<file path="config.mk">
export PLATFORM = sky130hd
export DESIGN_NAME = lpmcg_ctrl
export DESIGN_NICKNAME = d
export VERILOG_FILES = /design/src/hw/lpmcg_pkg.sv /design/src/hw/lpmcg_div_if.sv /design/src/hw/lpmcg_clk_div.sv /design/src/hw/lpmcg_ctrl.sv
export SDC_FILE = /design/constraint.sdc
export NUM_CORES = 1
export LEC_CHECK = 0
export BUFFER_PORTS_ARGS = -buffer_cell sky130_fd_sc_hd__buf_2
export CAP_MARGIN = 10
export CORE_ASPECT_RATIO = 1.4
export CORE_MARGIN = 3
export CORE_UTILIZATION = 43
export CTS_BUF_LIST = sky130_fd_sc_hd__clkbuf_8 sky130_fd_sc_hd__clkbuf_16
export CTS_CLUSTER_SIZE = 40
export DETAILED_ROUTE_END_ITERATION = 8
export PLACE_DENSITY = 0.73
export SLEW_MARGIN = 5
export SYNTH_ARGS = -nofsm -noshare
export SYNTH_HDL_FRONTEND = slang
export SYNTH_HIERARCHICAL = 1
export SYNTH_SLANG_ARGS = --single-unit
</file>
<file path="constraint.sdc">
create_clock -name sys_clk -period 1.9 [get_ports sys_clk]
set_clock_uncertainty 0.15 [all_clocks]
set_input_delay 0.095 -clock sys_clk [delete_from_list [all_inputs] [get_ports sys_clk]]
set_output_delay 0.095 -clock sys_clk [all_outputs]
set_load 0.01 [all_outputs]
</file>
<file path="src/hw/lpmcg_pkg.sv">
`default_nettype none
package lpmcg_pkg;

  // Operating states that software selects.
  typedef enum logic [2:0] {
    MODE_RUN,
    MODE_L0,
    MODE_L1,
    MODE_L2,
    MODE_L3,
    MODE_L4
  } lpmcg_mode_t;

  // Gate enables, one bit per clock or analog source.
  typedef struct packed {
    logic cpu;
    logic aclk;
    logic sub_main_clock;
    logic mclk;
    logic fll;
    logic dco_clk;
    logic dco_bias;
    logic xtal;
  } lpmcg_gate_t;

  localparam lpmcg_gate_t GATE_ALL_ON = 8'hff;
  localparam lpmcg_gate_t GATE_L0     = 8'h7f;
  localparam lpmcg_gate_t GATE_L1     = 8'h77;
  localparam lpmcg_gate_t GATE_L2     = 8'h43;
  localparam lpmcg_gate_t GATE_L3     = 8'h41;
  localparam lpmcg_gate_t GATE_L4     = 8'h00;

  localparam int         DIV_SEL_W  = 2;
  localparam int         DIV_CNT_W  = 3;
  localparam logic [2:0] DIV_CNT_RST = 3'h0;

  function automatic lpmcg_gate_t lpmcg_gate_for(lpmcg_mode_t m);
    unique case (m)
      MODE_RUN: return GATE_ALL_ON;
      MODE_L0:  return GATE_L0;
      MODE_L1:  return GATE_L1;
      MODE_L2:  return GATE_L2;
      MODE_L3:  return GATE_L3;
      MODE_L4:  return GATE_L4;
      default:  return GATE_ALL_ON;
    endcase
  endfunction

endpackage
`default_nettype wire

</file>
<file path="src/hw/lpmcg_div_if.sv">
`default_nettype none
interface lpmcg_div_if;
  import lpmcg_pkg::*;
  logic                 tick;
  logic                 run;
  logic [DIV_SEL_W-1:0] sel;
  logic                 pin_out;
  modport ctrl (output tick, output run, output sel, input pin_out);
  modport div  (input tick, input run, input sel, output pin_out);
endinterface
`default_nettype wire

</file>
<file path="src/hw/lpmcg_clk_div.sv">
`default_nettype none
module lpmcg_clk_div
  import lpmcg_pkg::*;
(
  // Clock and reset
  input wire logic sys_clk,
  input wire logic rst,
  // Divider control and output
  lpmcg_div_if.div dv
);

  logic [DIV_CNT_W-1:0] cnt_reg;
  logic [DIV_CNT_W-1:0] cnt_next;
  logic                 pin_reg;
  logic                 pin_next;
  logic [DIV_CNT_W-1:0] limit;

  // Each tick marks one auxiliary clock edge, so the pin toggles once per
  // divisor ticks and its period is the divisor times the source period.
  assign limit = DIV_CNT_W'((4'h1 << dv.sel) - 4'h1);

  always_comb
  begin
    cnt_next = cnt_reg;
    pin_next = pin_reg;
    if (dv.run && dv.tick)
    begin
      if (cnt_reg >= limit)
      begin
        cnt_next = DIV_CNT_RST;
        pin_next = ~pin_reg;
      end
      else
        cnt_next = cnt_reg + 3'h1;
    end
  end

  always_ff @(posedge sys_clk)
  begin
    if (rst)
    begin
      cnt_reg <= DIV_CNT_RST;
      pin_reg <= 1'b0;
    end
    else
    begin
      cnt_reg <= cnt_next;
      pin_reg <= pin_next;
    end
  end

  assign dv.pin_out = pin_reg;
endmodule // lpmcg_clk_div
`default_nettype wire

</file>
<file path="src/hw/lpmcg_ctrl.sv">
// How it works
// - Full run keeps the core and every clock running.
// - Level 0 halts the core; aux, sub-main, main clocks and loop run.
// - Level 1 as level 0 but the frequency-lock loop is stopped.
// - Level 2 stops sub-main and main clocks, loop, oscillator output; bias stays on.
// - Level 3 also stops the oscillator bias; aux clock keeps running.
// - Level 4 stops everything including aux clock and crystal.
// - An interrupt wakes any sleep level; return resumes the saved level.
// - Aux clock on its pin is divided by 1, 2, 4 or 8.
`default_nettype none
module lpmcg_ctrl
  import lpmcg_pkg::*;
(
  // Clock and reset
  input  wire logic                 sys_clk,
  input  wire logic                 rst,
  // Mode selection from the core
  input  wire logic                 mode_wr,
  input  wire logic [2:0]           mode_sel,
  // Interrupt entry and return
  input  wire logic                 irq_req,
  input  wire logic                 irq_ret,
  // Auxiliary clock pin
  input  wire logic                 aclk_tick,
  input  wire logic                 aclk_route,
  input  wire logic [DIV_SEL_W-1:0] aclk_div_sel,
  output logic                      aclk_pin_out,
  output logic                      aclk_pin_oe,
  // Gate enables
  output logic                      cpu_en,
  output logic                      aclk_en,
  output logic                      sub_main_clock_en,
  output logic                      mclk_en,
  output logic                      fll_en,
  output logic                      dco_clk_en,
  output logic                      dco_bias_en,
  output logic                      xtal_en,
  // Status
  output logic [2:0]                mode_now,
  output logic                      in_handler
);

  typedef enum logic [1:0] {ST_RUN, ST_SLEEP, ST_ISR} lpmcg_state_t;

  lpmcg_state_t state_reg;
  lpmcg_state_t state_next;
  lpmcg_mode_t  mode_reg;
  lpmcg_mode_t  mode_next;
  lpmcg_gate_t  gate_reg;
  lpmcg_gate_t  gate_next;
  lpmcg_mode_t  sel_mode;
  logic         sel_ok;

  // Codes above the last sleep level are ignored rather than mapped.
  assign sel_ok   = mode_sel <= 3'(MODE_L4);
  assign sel_mode = lpmcg_mode_t'(mode_sel);

  always_comb
  begin
    state_next = state_reg;
    mode_next  = mode_reg;
    unique case (state_reg)
      ST_RUN:
      begin
        if (irq_req)
          state_next = ST_ISR;
        else if (mode_wr && sel_ok && sel_mode != MODE_RUN)
        begin
          mode_next  = sel_mode;
          state_next = ST_SLEEP;
        end
      end
      ST_SLEEP:
      begin
        if (irq_req)
          state_next = ST_ISR;
      end
      ST_ISR:
      begin
        // A write here edits the level that the return will resume, as
        // a handler that changes the stacked status would.
        if (mode_wr && sel_ok)
          mode_next = sel_mode;
        if (irq_ret)
          state_next = (mode_next == MODE_RUN) ? ST_RUN : ST_SLEEP;
      end
      default:
        state_next = ST_RUN;
    endcase
    if (state_next == ST_RUN)
      mode_next = MODE_RUN;
  end

  always_comb
  begin
    if (state_next == ST_SLEEP)
      gate_next = lpmcg_gate_for(mode_next);
    else
      gate_next = GATE_ALL_ON;
  end

  always_ff @(posedge sys_clk)
  begin
    if (rst)
    begin
      state_reg <= ST_RUN;
      mode_reg  <= MODE_RUN;
      gate_reg  <= GATE_ALL_ON;
    end
    else
    begin
      state_reg <= state_next;
      mode_reg  <= mode_next;
      gate_reg  <= gate_next;
    end
  end

  assign cpu_en      = gate_reg.cpu;
  assign aclk_en     = gate_reg.aclk;
  assign sub_main_clock_en    = gate_reg.sub_main_clock;
  assign mclk_en     = gate_reg.mclk;
  assign fll_en      = gate_reg.fll;
  assign dco_clk_en  = gate_reg.dco_clk;
  assign dco_bias_en = gate_reg.dco_bias;
  assign xtal_en     = gate_reg.xtal;
  assign mode_now    = 3'(mode_reg);
  assign in_handler  = state_reg == ST_ISR;

  lpmcg_div_if div_bus ();

  assign div_bus.tick = aclk_tick;
  assign div_bus.run  = gate_reg.aclk;
  assign div_bus.sel  = aclk_div_sel;

  lpmcg_clk_div u_div (
    .sys_clk (sys_clk),
    .rst     (rst),
    .dv      (div_bus)
  );

  // The pin only shows the divided clock while routed to it.
  assign aclk_pin_out = aclk_route & div_bus.pin_out;
  assign aclk_pin_oe  = aclk_route;
endmodule // lpmcg_ctrl
`default_nettype wire

</file>
== After elaboration in Yosys (flattened, before gate mapping) ==
Cells that the tools add are included.

* Input port bits: 12
* Word-level logic and storage cells: 51
* Flip-flop bits (word level): 17

* Bitwise logic cells: 3
* Reduce and logical (&&, ||, !) cells: 9
* $lt $le $gt $ge: 2
* Mux-type cells: 14
* Eq/ne operators: 8
* Shift operators: 1
* $add $sub $neg: 2

{| class="wikitable"
|+ Operators with widths
! kind !! count
|-
| 8-bit case mux with 5 select lines || 1
|-
| 3-bit two-way mux || 6
|-
| 2-bit two-way mux || 4
|-
| 3-bit by 2-bit equality test with 1-bit output (second input constant) || 2
|-
| 3-bit equality test (second input constant) || 2
|-
| 2-bit case mux with 3 select lines || 1
|-
| 3-bit case mux with 2 select lines || 1
|-
| 2-bit by 1-bit equality test with 1-bit output (second input constant) || 2
|-
| 2-bit logical NOT || 2
|-
| 3-bit by 1-bit adder with 3-bit output (second input constant) || 1
|-
| 3-bit by 1-bit equality test with 1-bit output (second input constant) || 1
|-
| 3-bit >= comparator || 1
|-
| 3-bit <= comparator (second input constant) || 1
|-
| 1-bit logical AND || 3
|-
| 3-bit logical NOT || 1
|-
| 3-bit nonzero test || 1
|-
| 1-bit by 2-bit << shifter with 3-bit output (first input constant) || 1
|-
| 3-bit by 1-bit subtractor with 3-bit output (second input constant) || 1
|-
| 2-bit equality test (second input constant) || 1
|-
| 1-bit NOT || 2
|-
| 2-bit AND reduction || 1
|-
| 2-bit OR reduction || 1
|-
| 1-bit AND || 1
|-
| 1-bit two-way mux || 1
|}

== Longest topological paths before layout ==
Gate-level depths: netlist of run 1.

* Depth in word-level cells: 12
* Gate-level depth with buffers: 7
* Gate-level depth less buffers: 6

== By module ==
The synthesis of run 1 kept the hierarchy.

{| class="wikitable"
|+ Modules (own cells, without submodules)
! module !! instances !! sequential area each (um2) !! area each (um2) !! cells an instance
|-
| lpmcg_ctrl || 1 || 200.2 || 655.6 || 73
|-
| lpmcg_clk_div || 1 || 80.1 || 251.5 || 30
|}

== Worst setup path before layout of run 1 ==
Ideal clock, no wire load.

* Path kind: reg2reg
* Start: register state_reg[0]
* End: register mode_reg[0], in the netlist mode_now[0]
* Arrival: 1.395 ns
* Data required time: 1.619 ns
* Setup time: 0.131 ns
* Period minus slack after synthesis: 1.676 ns
* Buffers on the path: 1
* Stages on the path, launching flop included: 7
* Setup slack: 0.224 ns
* Cell sequence: dfxtp_1 buf_2 or4_1 o211ai_1 o211ai_1 o21bai_1 nor2_1

* Word-level cells in the longest chain between the ends: 5

{| class="wikitable"
|+ Ends and longest elaborated chain
! what !! RTL line !! text
|-
| from (decl) || lpmcg_ctrl.sv:45 || <nowiki>lpmcg_state_t state_reg;</nowiki>
|-
| from (signal assigned) || lpmcg_ctrl.sv:112 || <nowiki>state_reg <= state_next;</nowiki>
|-
| 2-bit two-way mux || lpmcg_ctrl.sv:67 || <nowiki>else if (mode_wr && sel_ok && sel_mode != MODE_RUN)</nowiki>
|-
| 2-bit two-way mux || lpmcg_ctrl.sv:65 || <nowiki>if (irq_req)</nowiki>
|-
| 2-bit case mux with 3 select lines || lpmcg_ctrl.sv:62 || <nowiki>unique case (state_reg)</nowiki>
|-
| 2-bit logical NOT || lpmcg_ctrl.sv:90 || <nowiki>if (state_next == ST_RUN)</nowiki>
|-
| 3-bit two-way mux (*) || lpmcg_ctrl.sv:90 ||
|-
| to (signal assigned) || lpmcg_ctrl.sv:113 || <nowiki>mode_reg <= mode_next;</nowiki>
|-
| to (decl) || lpmcg_ctrl.sv:47 || <nowiki>lpmcg_mode_t mode_reg;</nowiki>
|}

Mark *: on every way between the ends. The rest lies on a longest branch, timed or not.
A chain may end at the register's enable or synchronous reset.

== Worst setup path in the final report of run 1 ==
* Start: register state_reg[1]
* End: register gate_reg, in the netlist sub_main_clock_en

* Word-level cells in the longest chain between the ends: 7

{| class="wikitable"
|+ Ends and longest elaborated chain
! what !! RTL line !! text
|-
| 2-bit two-way mux || lpmcg_ctrl.sv:67 ||
|-
| 2-bit two-way mux || lpmcg_ctrl.sv:65 ||
|-
| 2-bit case mux with 3 select lines || lpmcg_ctrl.sv:62 ||
|-
| 2-bit logical NOT || lpmcg_ctrl.sv:90 ||
|-
| 3-bit two-way mux || lpmcg_ctrl.sv:90 ||
|-
| 3-bit equality test, or another cell as far along || lpmcg_pkg.sv:38 || <nowiki>unique case (m)</nowiki>
|-
| 8-bit case mux with 5 select lines || lpmcg_pkg.sv:38 ||
|-
| to (signal assigned) || lpmcg_ctrl.sv:114 || <nowiki>gate_reg <= gate_next;</nowiki>
|-
| to (decl) || lpmcg_ctrl.sv:49 || <nowiki>lpmcg_gate_t gate_reg;</nowiki>
|}

Parallel ways exist; a longest one is shown, timed or not.

==> qor.csv, run 1 <==
stage,metric,value,unit
yosys,netlist_instances,103,
yosys,syn_avg_cell_area,8.807,um^2
grt,antenna_found_initial,0,
yosys,seq_area_frac_synth,0.3090,
placed_design,dp_hpwl,1.502,mm
finish,nets,145,
hold_path,hold_class,in -> reg,
clock_network,clk_pin_slew_worst_paths,0.06,ns
finish,layout.filler_cells,195,
grt,globalRouteOverflowTotal,0,
sta,final-hold-violation-count,0,
finish,layout.cells.most_common_list,"buf_2, dfxtp_1, nand2_1",
floorplan,ioPinCount,26,
clock_network,cts.sink_count,14,
drt,via_per_inst,5.544,
sta,setup_viol_count_final,0,
setup_path,worstSetupEndpointType,register,
sta,hold_slack,0.1315,ns
yosys,nets_in_the_synthesized_netlist,119,
drt,total_wire_length_after_detailed_routing,1.944,mm
pwr,cellPowerDensity,710.8,mW/mm^2
sta,totalNegativeSetupSlack,0,ns
clock_network,tritoncts_buffers,3,
grt,via_count_of_the_first_global_routing_pass,795,
drt,route.detailed.drc,0,
drt,wire_per_inst,13.05,um
floorplan,die_h,60.35,um
flow_run,cap_violations,0,
pwr,power.static_leakage,0.4784,nW
floorplan,row_count,19,
pwr,peakVddDrop,0.5615,mV
placed_design,port_buffers,25,
finish,layout.cells.most_common,buf_2,
floorplan,die_w,44.82,um
finish,num_antenna_cells,0,
yosys,netlist_top_cells_area,"dfxtp_1, ha_1, buf_4, nand2_1, nor3b_1",
sta,tcrit_tclk_final,0.8955,
sta,final_period_minus_worst_setup_slack,1.701,ns
grt,grt_max_degree,12,
sta,max_slew_margin,0.7747,
setup_path,critPathRequiredTime,1.88,ns
yosys,yosysUniqueCellTypes,48,
sta,maxSlewViolCount,0,
grt,grt_use_total,0.1597,
sta,rsz0062_at_grt,no,
setup_path,criticalPathCategory,reg -> reg,
sta,maxClockFrequency,587.7,MHz
drt,postRouteAntennaNets,0,
floorplan,floorplan.die_area,0.002705,mm^2
placed_design,replace_congestion,0.9112,
setup_path,path_max_fanout,11,
floorplan,core_area,0.001973,mm^2
clock_network,clk_root_buffer_cell,clkbuf_8,
yosys,yosys_warnings,6,
yosys,postSynthRegisterBits,14,
outcome,run_status,"finished, final reports clean",
clock_network,post_cts.repair.setup_buffers,0,
grt,grt_pass1_wl,3.256,mm
clock_network,htreeDepth,1,
finish,final_layout_size_suffix_gt1_frac,0.3594,
clock_network,maximum_clock_path_buffer_count,2,
yosys,yosys.area.top_type_share,0.3090,
clock_network,cts_tree,built,
yosys,synth.largest_area_cell,dfxtp_1,
floorplan,initial_core_util,0.4597,
drt,drt_iter0_markers,10,
setup_path,startpoint_type,register,
sta,worst-slew-pin-transition,0.3373,ns
finish,synthToLayoutAreaGrowth,19.59,%
drt,route.vias.total,826,
setup_path,worst_path_arrival_time,1.69,ns
clock_network,worst_skew_pair.late_latency,0.24,ns
yosys,syn-cell-area,907.1,um^2
drt,first_pass_iters,4,
cells in the mapped netlist, drive strengths merged:
master   n
o21ba    1
nor2     4
or4      1
dfxtp   14
a21boi   1
or3      2
inv      5
a31oi    1
a21oi    5
o22a     1
nand4    2
o21bai   1
a32o     1
a221oi   1
a311o    1
ha       4
and3b    1
nand3    3
nor3b    4
or2      2
nor4b    1
a21o     1
nand2   10
nand2b   4
o32ai    1
nand3b   1
and2b    4
o221ai   1
a311oi   1
nor2b    2
and3     1
and2     2
xor2     2
o211ai   3
a211oi   1
o21ai    5
buf      8
routing by layer:
layer | wire, um | GRT usage | up-vias
met2 | 1039 | 0.2854 | 23
met3 | 97 | 0.02671 | 4
met4 | 18 | 0.08368 | 0
met1 | 788 | 0.1772 | 380
met5 | 0 | 0 | -
li1 | - | - | 419
stage by stage:
| stage | setup slack [ns] | cell area [um^2] | total power, mW | util | cells |
|---|---|---|---|---|---|
| final | 0.1985 | 1085 | 0.7711 | 0.5498 | 149 |
| after global routing | 0.05861 | 1085 | 0.8181 | 0.5498 | 149 |
| after CTS | 0.1267 | 1084 | 0.7799 | 0.5491 | 149 |
| after detailed placement | 0.1454 | 1008 | 0.4905 | 0.5111 | 143 |
| after global placement | 0.1675 | 1008 | 0.4856 | 0.5111 | 143 |
| after floorplan | 0.2242 | 907.1 | 0.4451 | - | 103 |
power breakdown:
part	switching (mW)	internal, mW
combinational	0.0855	0.0785
sequential	0.0152	0.309
clock	0.0999	0.183
total	0.201	0.570
layout make-up:
type                    count  area (um^2)  area share
clock buffers               4        55.05     0.05075
inverters                   5        18.77     0.01730
multi-input cells          76        543.0      0.5006
flip-flops and latches     14        281.5      0.2595
well taps                  21        26.28     0.02422
repair buffers             29        160.2      0.1476
critical path, cell delays in order (launching register included):
cell	delay (ns)
dfxtp_1	0.40
and2b_1	0.20
a221oi_1	0.29
nand3_2	0.19
nor3b_1	0.28
o21ai_2	0.07
cell families (layout without fill, tap and decap cells):
kind of cell / Yosys count / count (layout) / synth area share
buf+inv: 13 / 38 / 0.09241
compound gates: 26 / 26 / 0.2166
xor+xnor: 2 / 2 / 0.01931
fa+ha+maj: 4 / 4 / 0.05517
flops: 14 / 14 / 0.3090
simple gates: 44 / 44 / 0.3076
final timing paths:
check	endpoint	depth (start not counted)	slack, ns	startpoint
setup reg to reg	sub_main_clock_en$_SDFF_PP1_	5	0.20	state_reg[1]$_SDFF_PP0_
hold / removal	state_reg[1]$_SDFF_PP0_	3	0.13	irq_ret
hold reg to reg	u_div/dv.pin_out$_SDFFE_PP0P_	2	0.33	u_div/dv.pin_out$_SDFFE_PP0P_
setup / recovery	sub_main_clock_en$_SDFF_PP1_	5	0.20	state_reg[1]$_SDFF_PP0_
what timing repair did:
action                                  CTS  global route
endpoints found under the hold margin     5             0
hold buffers                              2             0
endpoints found under the setup margin    0             1
gates resized for setup                   0             1
(Power assumes the default switching activity.)
==> run 2: changes to the inputs <==
- CAP_MARGIN: 10 -> 20
- clock period: 1.9 -> 1.7 ns (I/O delays scaled with it)
==> qor.csv, run 2 (synthesis gave the netlist of run 1 again) <==
stage,metric,value,unit
clock_network,worst_skew_pair.late_latency,0.24,ns
floorplan,ioPinCount,26,
sta,maxClockFrequency,608.3,MHz
grt,global_route.usage.met1,0.1818,
setup_path,worstSetupEndpointType,register,
grt,grt_use_total,0.1581,
clock_network,tritoncts_buffers,3,
finish,layout.filler_cells,195,
sta,rsz0062_at_grt,yes,
finish,layout.cells.most_common_list,"buf_2, dfxtp_1, nand2_1",
finish,num_antenna_cells,0,
grt,grt_max_degree,11,
sta,maxSlewViolCount,0,
setup_path,criticalPathCategory,reg -> reg,
grt,globalRouteOverflowTotal,0,
hold_path,hold_class,in -> reg,
outcome,run_status,"finished, final reports clean",
drt,drt_iter0_markers,14,
sta,worst-slew-pin-transition,0.3598,ns
drt,route.detailed.drc,0,
drt,first_pass_iters,4,
drt,postRouteAntennaNets,0,
clock_network,cts.sink_count,14,
drt,route.vias.total,852,
clock_network,clk_root_buffer_cell,clkbuf_8,
placed_design,replace_congestion,0.8968,
pwr,power.static_leakage,0.5084,nW
finish,layout.cells.most_common,buf_2,
sta,setup_viol_count_final,0,
placed_design,post-place-cells,147,
pwr,peakVddDrop,0.5092,mV
floorplan,die_w,44.82,um
placed_design,dp_hpwl,1.584,mm
setup_path,worst_path_arrival_time,1.66,ns
floorplan,die_h,60.35,um
flow_run,cap_violations,0,
sta,max_slew_margin,0.7576,
grt,global_route.usage.met2,0.2690,
finish,synthToLayoutAreaGrowth,26.90,%
clock_network,htreeDepth,1,
clock_network,maximum_clock_path_buffer_count,2,
setup_path,path_max_fanout,6,
finish,multi_input_comb_area,584.3,um^2
finish,nets,150,
grt,grt_use_met3,0.02671,
finish,final_layout_size_suffix_gt1_frac,0.4242,
floorplan,initial_core_util,0.4597,
drt,wire_per_inst,13.50,um
clock_network,clk_pin_slew_worst_paths,0.05,ns
placed_design,port_buffers,25,
drt,via_per_inst,5.569,
floorplan,row_count,19,
finish,final-instance-count-excl-fill,153,
sta,final-hold-violation-count,0,
finish,seqCellArea,285.3,um^2
sta,final_period_minus_worst_setup_slack,1.644,ns
floorplan,floorplan.die_area,0.002705,mm^2
clock_network,cts_tree,built,
sta,tcrit_tclk_final,0.9671,
drt,total_wire_length_after_detailed_routing,2.066,mm
grt,gr-max-usage-layer,met2,
pwr,cellPowerDensity,724.6,mW/mm^2
finish,layout.core_utilization,0.5834,
grt,via_count_of_the_first_global_routing_pass,787,
setup_path,startpoint_type,register,
grt,antenna_found_initial,0,
setup_path,critPathRequiredTime,1.72,ns
grt,grt_pass1_wl,3.208,mm
floorplan,core_area,0.001973,mm^2
-- run 2: worst max-delay path, cell delays in order, from the launching register on --
cell      delay (ns)
dfxtp_1         0.38
and2b_2         0.23
a221oi_1        0.25
nand3_2         0.21
and2b_4         0.23
o21ai_2         0.12
-- run 2: where the power goes --
group / internal [mW] / switching (mW) / total [mW]
Sequential: 0.345 / 0.0161 / 0.361
Clock: 0.156 / 0.0991 / 0.255
Combinational: 0.107 / 0.111 / 0.218
Total: 0.608 / 0.226 / 0.834
-- run 2: final cells by class --
| cell class | instances | area share |
|---|---|---|
| Tap cell | 21 | 0.02283 |
| Sequential cell | 14 | 0.2478 |
| Inverter | 5 | 0.01630 |
| Timing Repair Buffer | 34 | 0.1696 |
| Clock buffer | 3 | 0.03587 |
| Multi-Input combinational cell | 76 | 0.5076 |
-- run 2: per-stage QoR --
stage | hold WS (ns) | power (mW) | setup slack (ns) | instance area (um^2) | TNS, ns
2_1_floorplan | 0.004066 | 0.4974 | 0.02424 | 907.1 | 0
3_3_place_gp | 0.1922 | 0.5494 | 0.005983 | 1039 | 0
3_5_place_dp | 0.1989 | 0.5562 | -0.06043 | 1039 | -0.1865
4_1_cts | 0.1052 | 0.8220 | 0.001207 | 1111 | 0
5_1_grt | 0.1882 | 0.8818 | -0.01425 | 1151 | -0.02198
6_report | 0.1502 | 0.8341 | 0.05596 | 1151 | 0
-- run 2: what timing repair did --
action | in CTS | in global routing
setup buffers | 0 | 1
hold endpoints to repair | 5 | 0
gates cloned | 0 | 0
hold buffers | 2 | 0
endpoints found under the setup margin | 5 | 9
resized for setup | 3 | 8
pin swaps | 1 | 4
-- run 2: path summary, 6_finish.rpt --
kind	start	depth (start not counted)	slack, ns	end
max	mode_now[1]$_SDFF_PP0_	5	0.06	sub_main_clock_en$_SDFF_PP1_
min	irq_ret	3	0.15	state_reg[1]$_SDFF_PP0_
max reg2reg	mode_now[1]$_SDFF_PP0_	5	0.06	sub_main_clock_en$_SDFF_PP1_
min reg2reg	u_div/dv.pin_out$_SDFFE_PP0P_	2	0.33	u_div/dv.pin_out$_SDFFE_PP0P_
-- run 2: per-layer routing --
metal | vias up | wire length [um]
met5 | - | 0
li1 | 429 | -
met2 | 25 | 1108
met1 | 394 | 828
met3 | 4 | 103
met4 | 0 | 25
==> run 3: changes to the inputs <==
- BUFFER_PORTS_ARGS: -buffer_cell sky130_fd_sc_hd__buf_2 -> not set
- DONT_BUFFER_PORTS: not set -> 1
- PLACE_DENSITY: 0.73 -> 0.65
- clock period: 1.7 -> 1.4 ns (I/O delays scaled with it)
==> qor.csv, run 3 (synthesis gave the netlist of run 1 again) <==
stage,metric,value,unit
outcome,run_status,"complete, but fails checks",
outcome,violations,setup timing,
floorplan,floorplan.die_area,0.002705,mm^2
finish,num_antenna_cells,0,
setup_path,startpoint_type,register,
placed_design,replace_congestion,0.9213,
clock_network,htreeDepth,1,
placed_design,worst_setup_timing_slack_at_the_placement_stage,-0.2413,ns
finish,layout.filler_cells,160,
drt,wire_per_inst,15.03,um
finish,final_layout_size_suffix_gt1_frac,0.4590,
grt,globalRouteOverflowTotal,0,
grt,via_count_of_the_first_global_routing_pass,829,
sta,maxClockFrequency,619.9,MHz
finish,layout.cells.most_common,buf_4,
grt,antenna_found_initial,0,
clock_network,clk_pin_slew_worst_paths,0.06,ns
floorplan,core_area,0.001973,mm^2
setup_path,path_max_fanout,6,
setup_path,criticalPathCategory,reg -> reg,
floorplan,die_h,60.35,um
floorplan,initial_core_util,0.4597,
setup_path,critPathRequiredTime,1.38,ns
setup_path,path_buf_inv,1,
sta,maxSlewViolCount,0,
drt,drt_iter0_markers,39,
setup_path,critical_path.cell_chain,buf_6 > and3b_1 > o221ai_1 > o211ai_1 > and2b_4 > o211ai_1,
finish,multi_input_comb_area,638.1,um^2
setup_path,crit_slowest_cell,dfxtp_4,
placed_design,port_buffers,0,
finish,final_design_area_no_fill,0.001225,mm^2
floorplan,ioPinCount,26,
pwr,report.power.total,1.118,mW
clock_network,cts_tree,built,
setup_path,worstSetupEndpointType,register,
pwr,power.static_leakage,0.5071,nW
clock_network,clk_root_buffer_cell,clkbuf_8,
clock_network,worst_skew_pair.late_latency,0.24,ns
sta,max_slew_margin,0.7859,
drt,postRouteAntennaNets,0,
sta,worst_slack,-0.2131,ns
setup_path,worst_path_arrival_time,1.59,ns
grt,grt_pass1_wl,3.456,mm
setup_path,top_cell_by_count_worst_path,o211ai_1,
finish,final-instance-count-excl-fill,143,
sta,final_period_minus_worst_setup_slack,1.613,ns
hold_path,hold_class,in -> reg,
placed_design,dp_hpwl,1.495,mm
finish,nets,139,
floorplan,row_count,19,
grt,grt_max_degree,10,
drt,total_wire_length_after_detailed_routing,2.150,mm
pwr,cellPowerDensity,913.1,mW/mm^2
clock_network,tritoncts_buffers,3,
clock_network,cts.sink_count,14,
sta,rsz0062_at_grt,yes,
setup_path,largest_stage_delay_on_the_critical_path,0.37,ns
grt,grt_use_total,0.1755,
finish,synthToLayoutAreaGrowth,35.03,%
sta,tcrit_tclk_final,1.152,
setup_path,cp_top_family,simple AND/OR/NAND/NOR gates,
sta,totalNegativeSetupSlack,-1.640,ns
clock_network,maximum_clock_path_buffer_count,2,
drt,route.vias.total,827,
finish,layout.cells.most_common_list,"buf_4, nand2_1, dfxtp_1",
sta,setup_viol_count_final,10,
drt,via_per_inst,5.783,
placed_design,place_area,0.001023,mm^2
pwr,peakVddDrop,0.6281,mV
flow_run,cap_violations,0,
drt,first_pass_iters,4,
floorplan,die_w,44.82,um
drt,route.detailed.drc,0,
sta,worst-slew-pin-transition,0.3198,ns
placed_design,post-place-cells,131,
sta,final-hold-violation-count,0,
finish,seqCellArea,292.8,um^2
-- run 3: changes by cell type in the layout (fill, tap and decap cells not counted), moves of 3 or more --
| cell | change |
|---|---|
| dfxtp_1 | -4 |
| buf_4 | +10 |
| dfxtp_2 | +3 |
| buf_6 | +3 |
| buf_2 | -26 |
-- run 3: area by class of cell --
| cell class | instances | area share |
|---|---|---|
| Sequential cell | 14 | 0.2390 |
| Timing Repair Buffer | 23 | 0.1583 |
| Inverter | 5 | 0.01532 |
| Multi-Input combinational cell | 76 | 0.5209 |
| Tap cell | 21 | 0.02145 |
| Clock buffer | 4 | 0.04494 |
-- run 3: final timing paths --
check | slack [ns] | start | cells past startpoint | endpoint
max | -0.21 | state_reg[0]$_SDFF_PP0_ | 6 | cpu_en$_SDFF_PP1_
min | 0.03 | irq_req | 3 | state_reg[1]$_SDFF_PP0_
min reg2reg | 0.34 | u_div/dv.pin_out$_SDFFE_PP0P_ | 2 | u_div/dv.pin_out$_SDFFE_PP0P_
max reg2reg | -0.21 | state_reg[0]$_SDFF_PP0_ | 6 | cpu_en$_SDFF_PP1_
-- run 3: worst min-delay path: cells and delay by family --
kind	cells	cell delay (ns)
compound gates	1	0.13
simple gates	2	0.19
-- run 3: metrics by stage --
step / util / hold slack, ns
global route: 0.6208 / 0.1103
CTS: 0.6049 / 0.005747
detailed placement: 0.5187 / -0.01450
finish: 0.6208 / 0.02990
global placement: 0.5187 / -0.01688
floorplan: - / -0.01835
-- run 3: timing repair --
item / in CTS / in global routing
gates resized for setup: 14 / 5
pin swaps: 10 / 9
hold endpoints to repair: 15 / 0
endpoints found under the setup margin: 14 / 14
hold buffers: 4 / 0
setup buffers: 2 / 2
-- run 3: per-layer routing --
layer | share of wire | vias to the layer above | GRT usage
met5 | 0 | - | 0
met4 | 0.025 | 0 | 0.09205
met3 | 0.077 | 7 | 0.04451
met2 | 0.51 | 33 | 0.3203
met1 | 0.39 | 382 | 0.1797
li1 | - | 405 | -
-- run 3: power by group --
| group | switching, mW | internal (mW) | total (mW) |
|---|---|---|---|
| clock | 0.143 | 0.249 | 0.392 |
| combinational | 0.128 | 0.158 | 0.286 |
| sequential | 0.0210 | 0.419 | 0.440 |
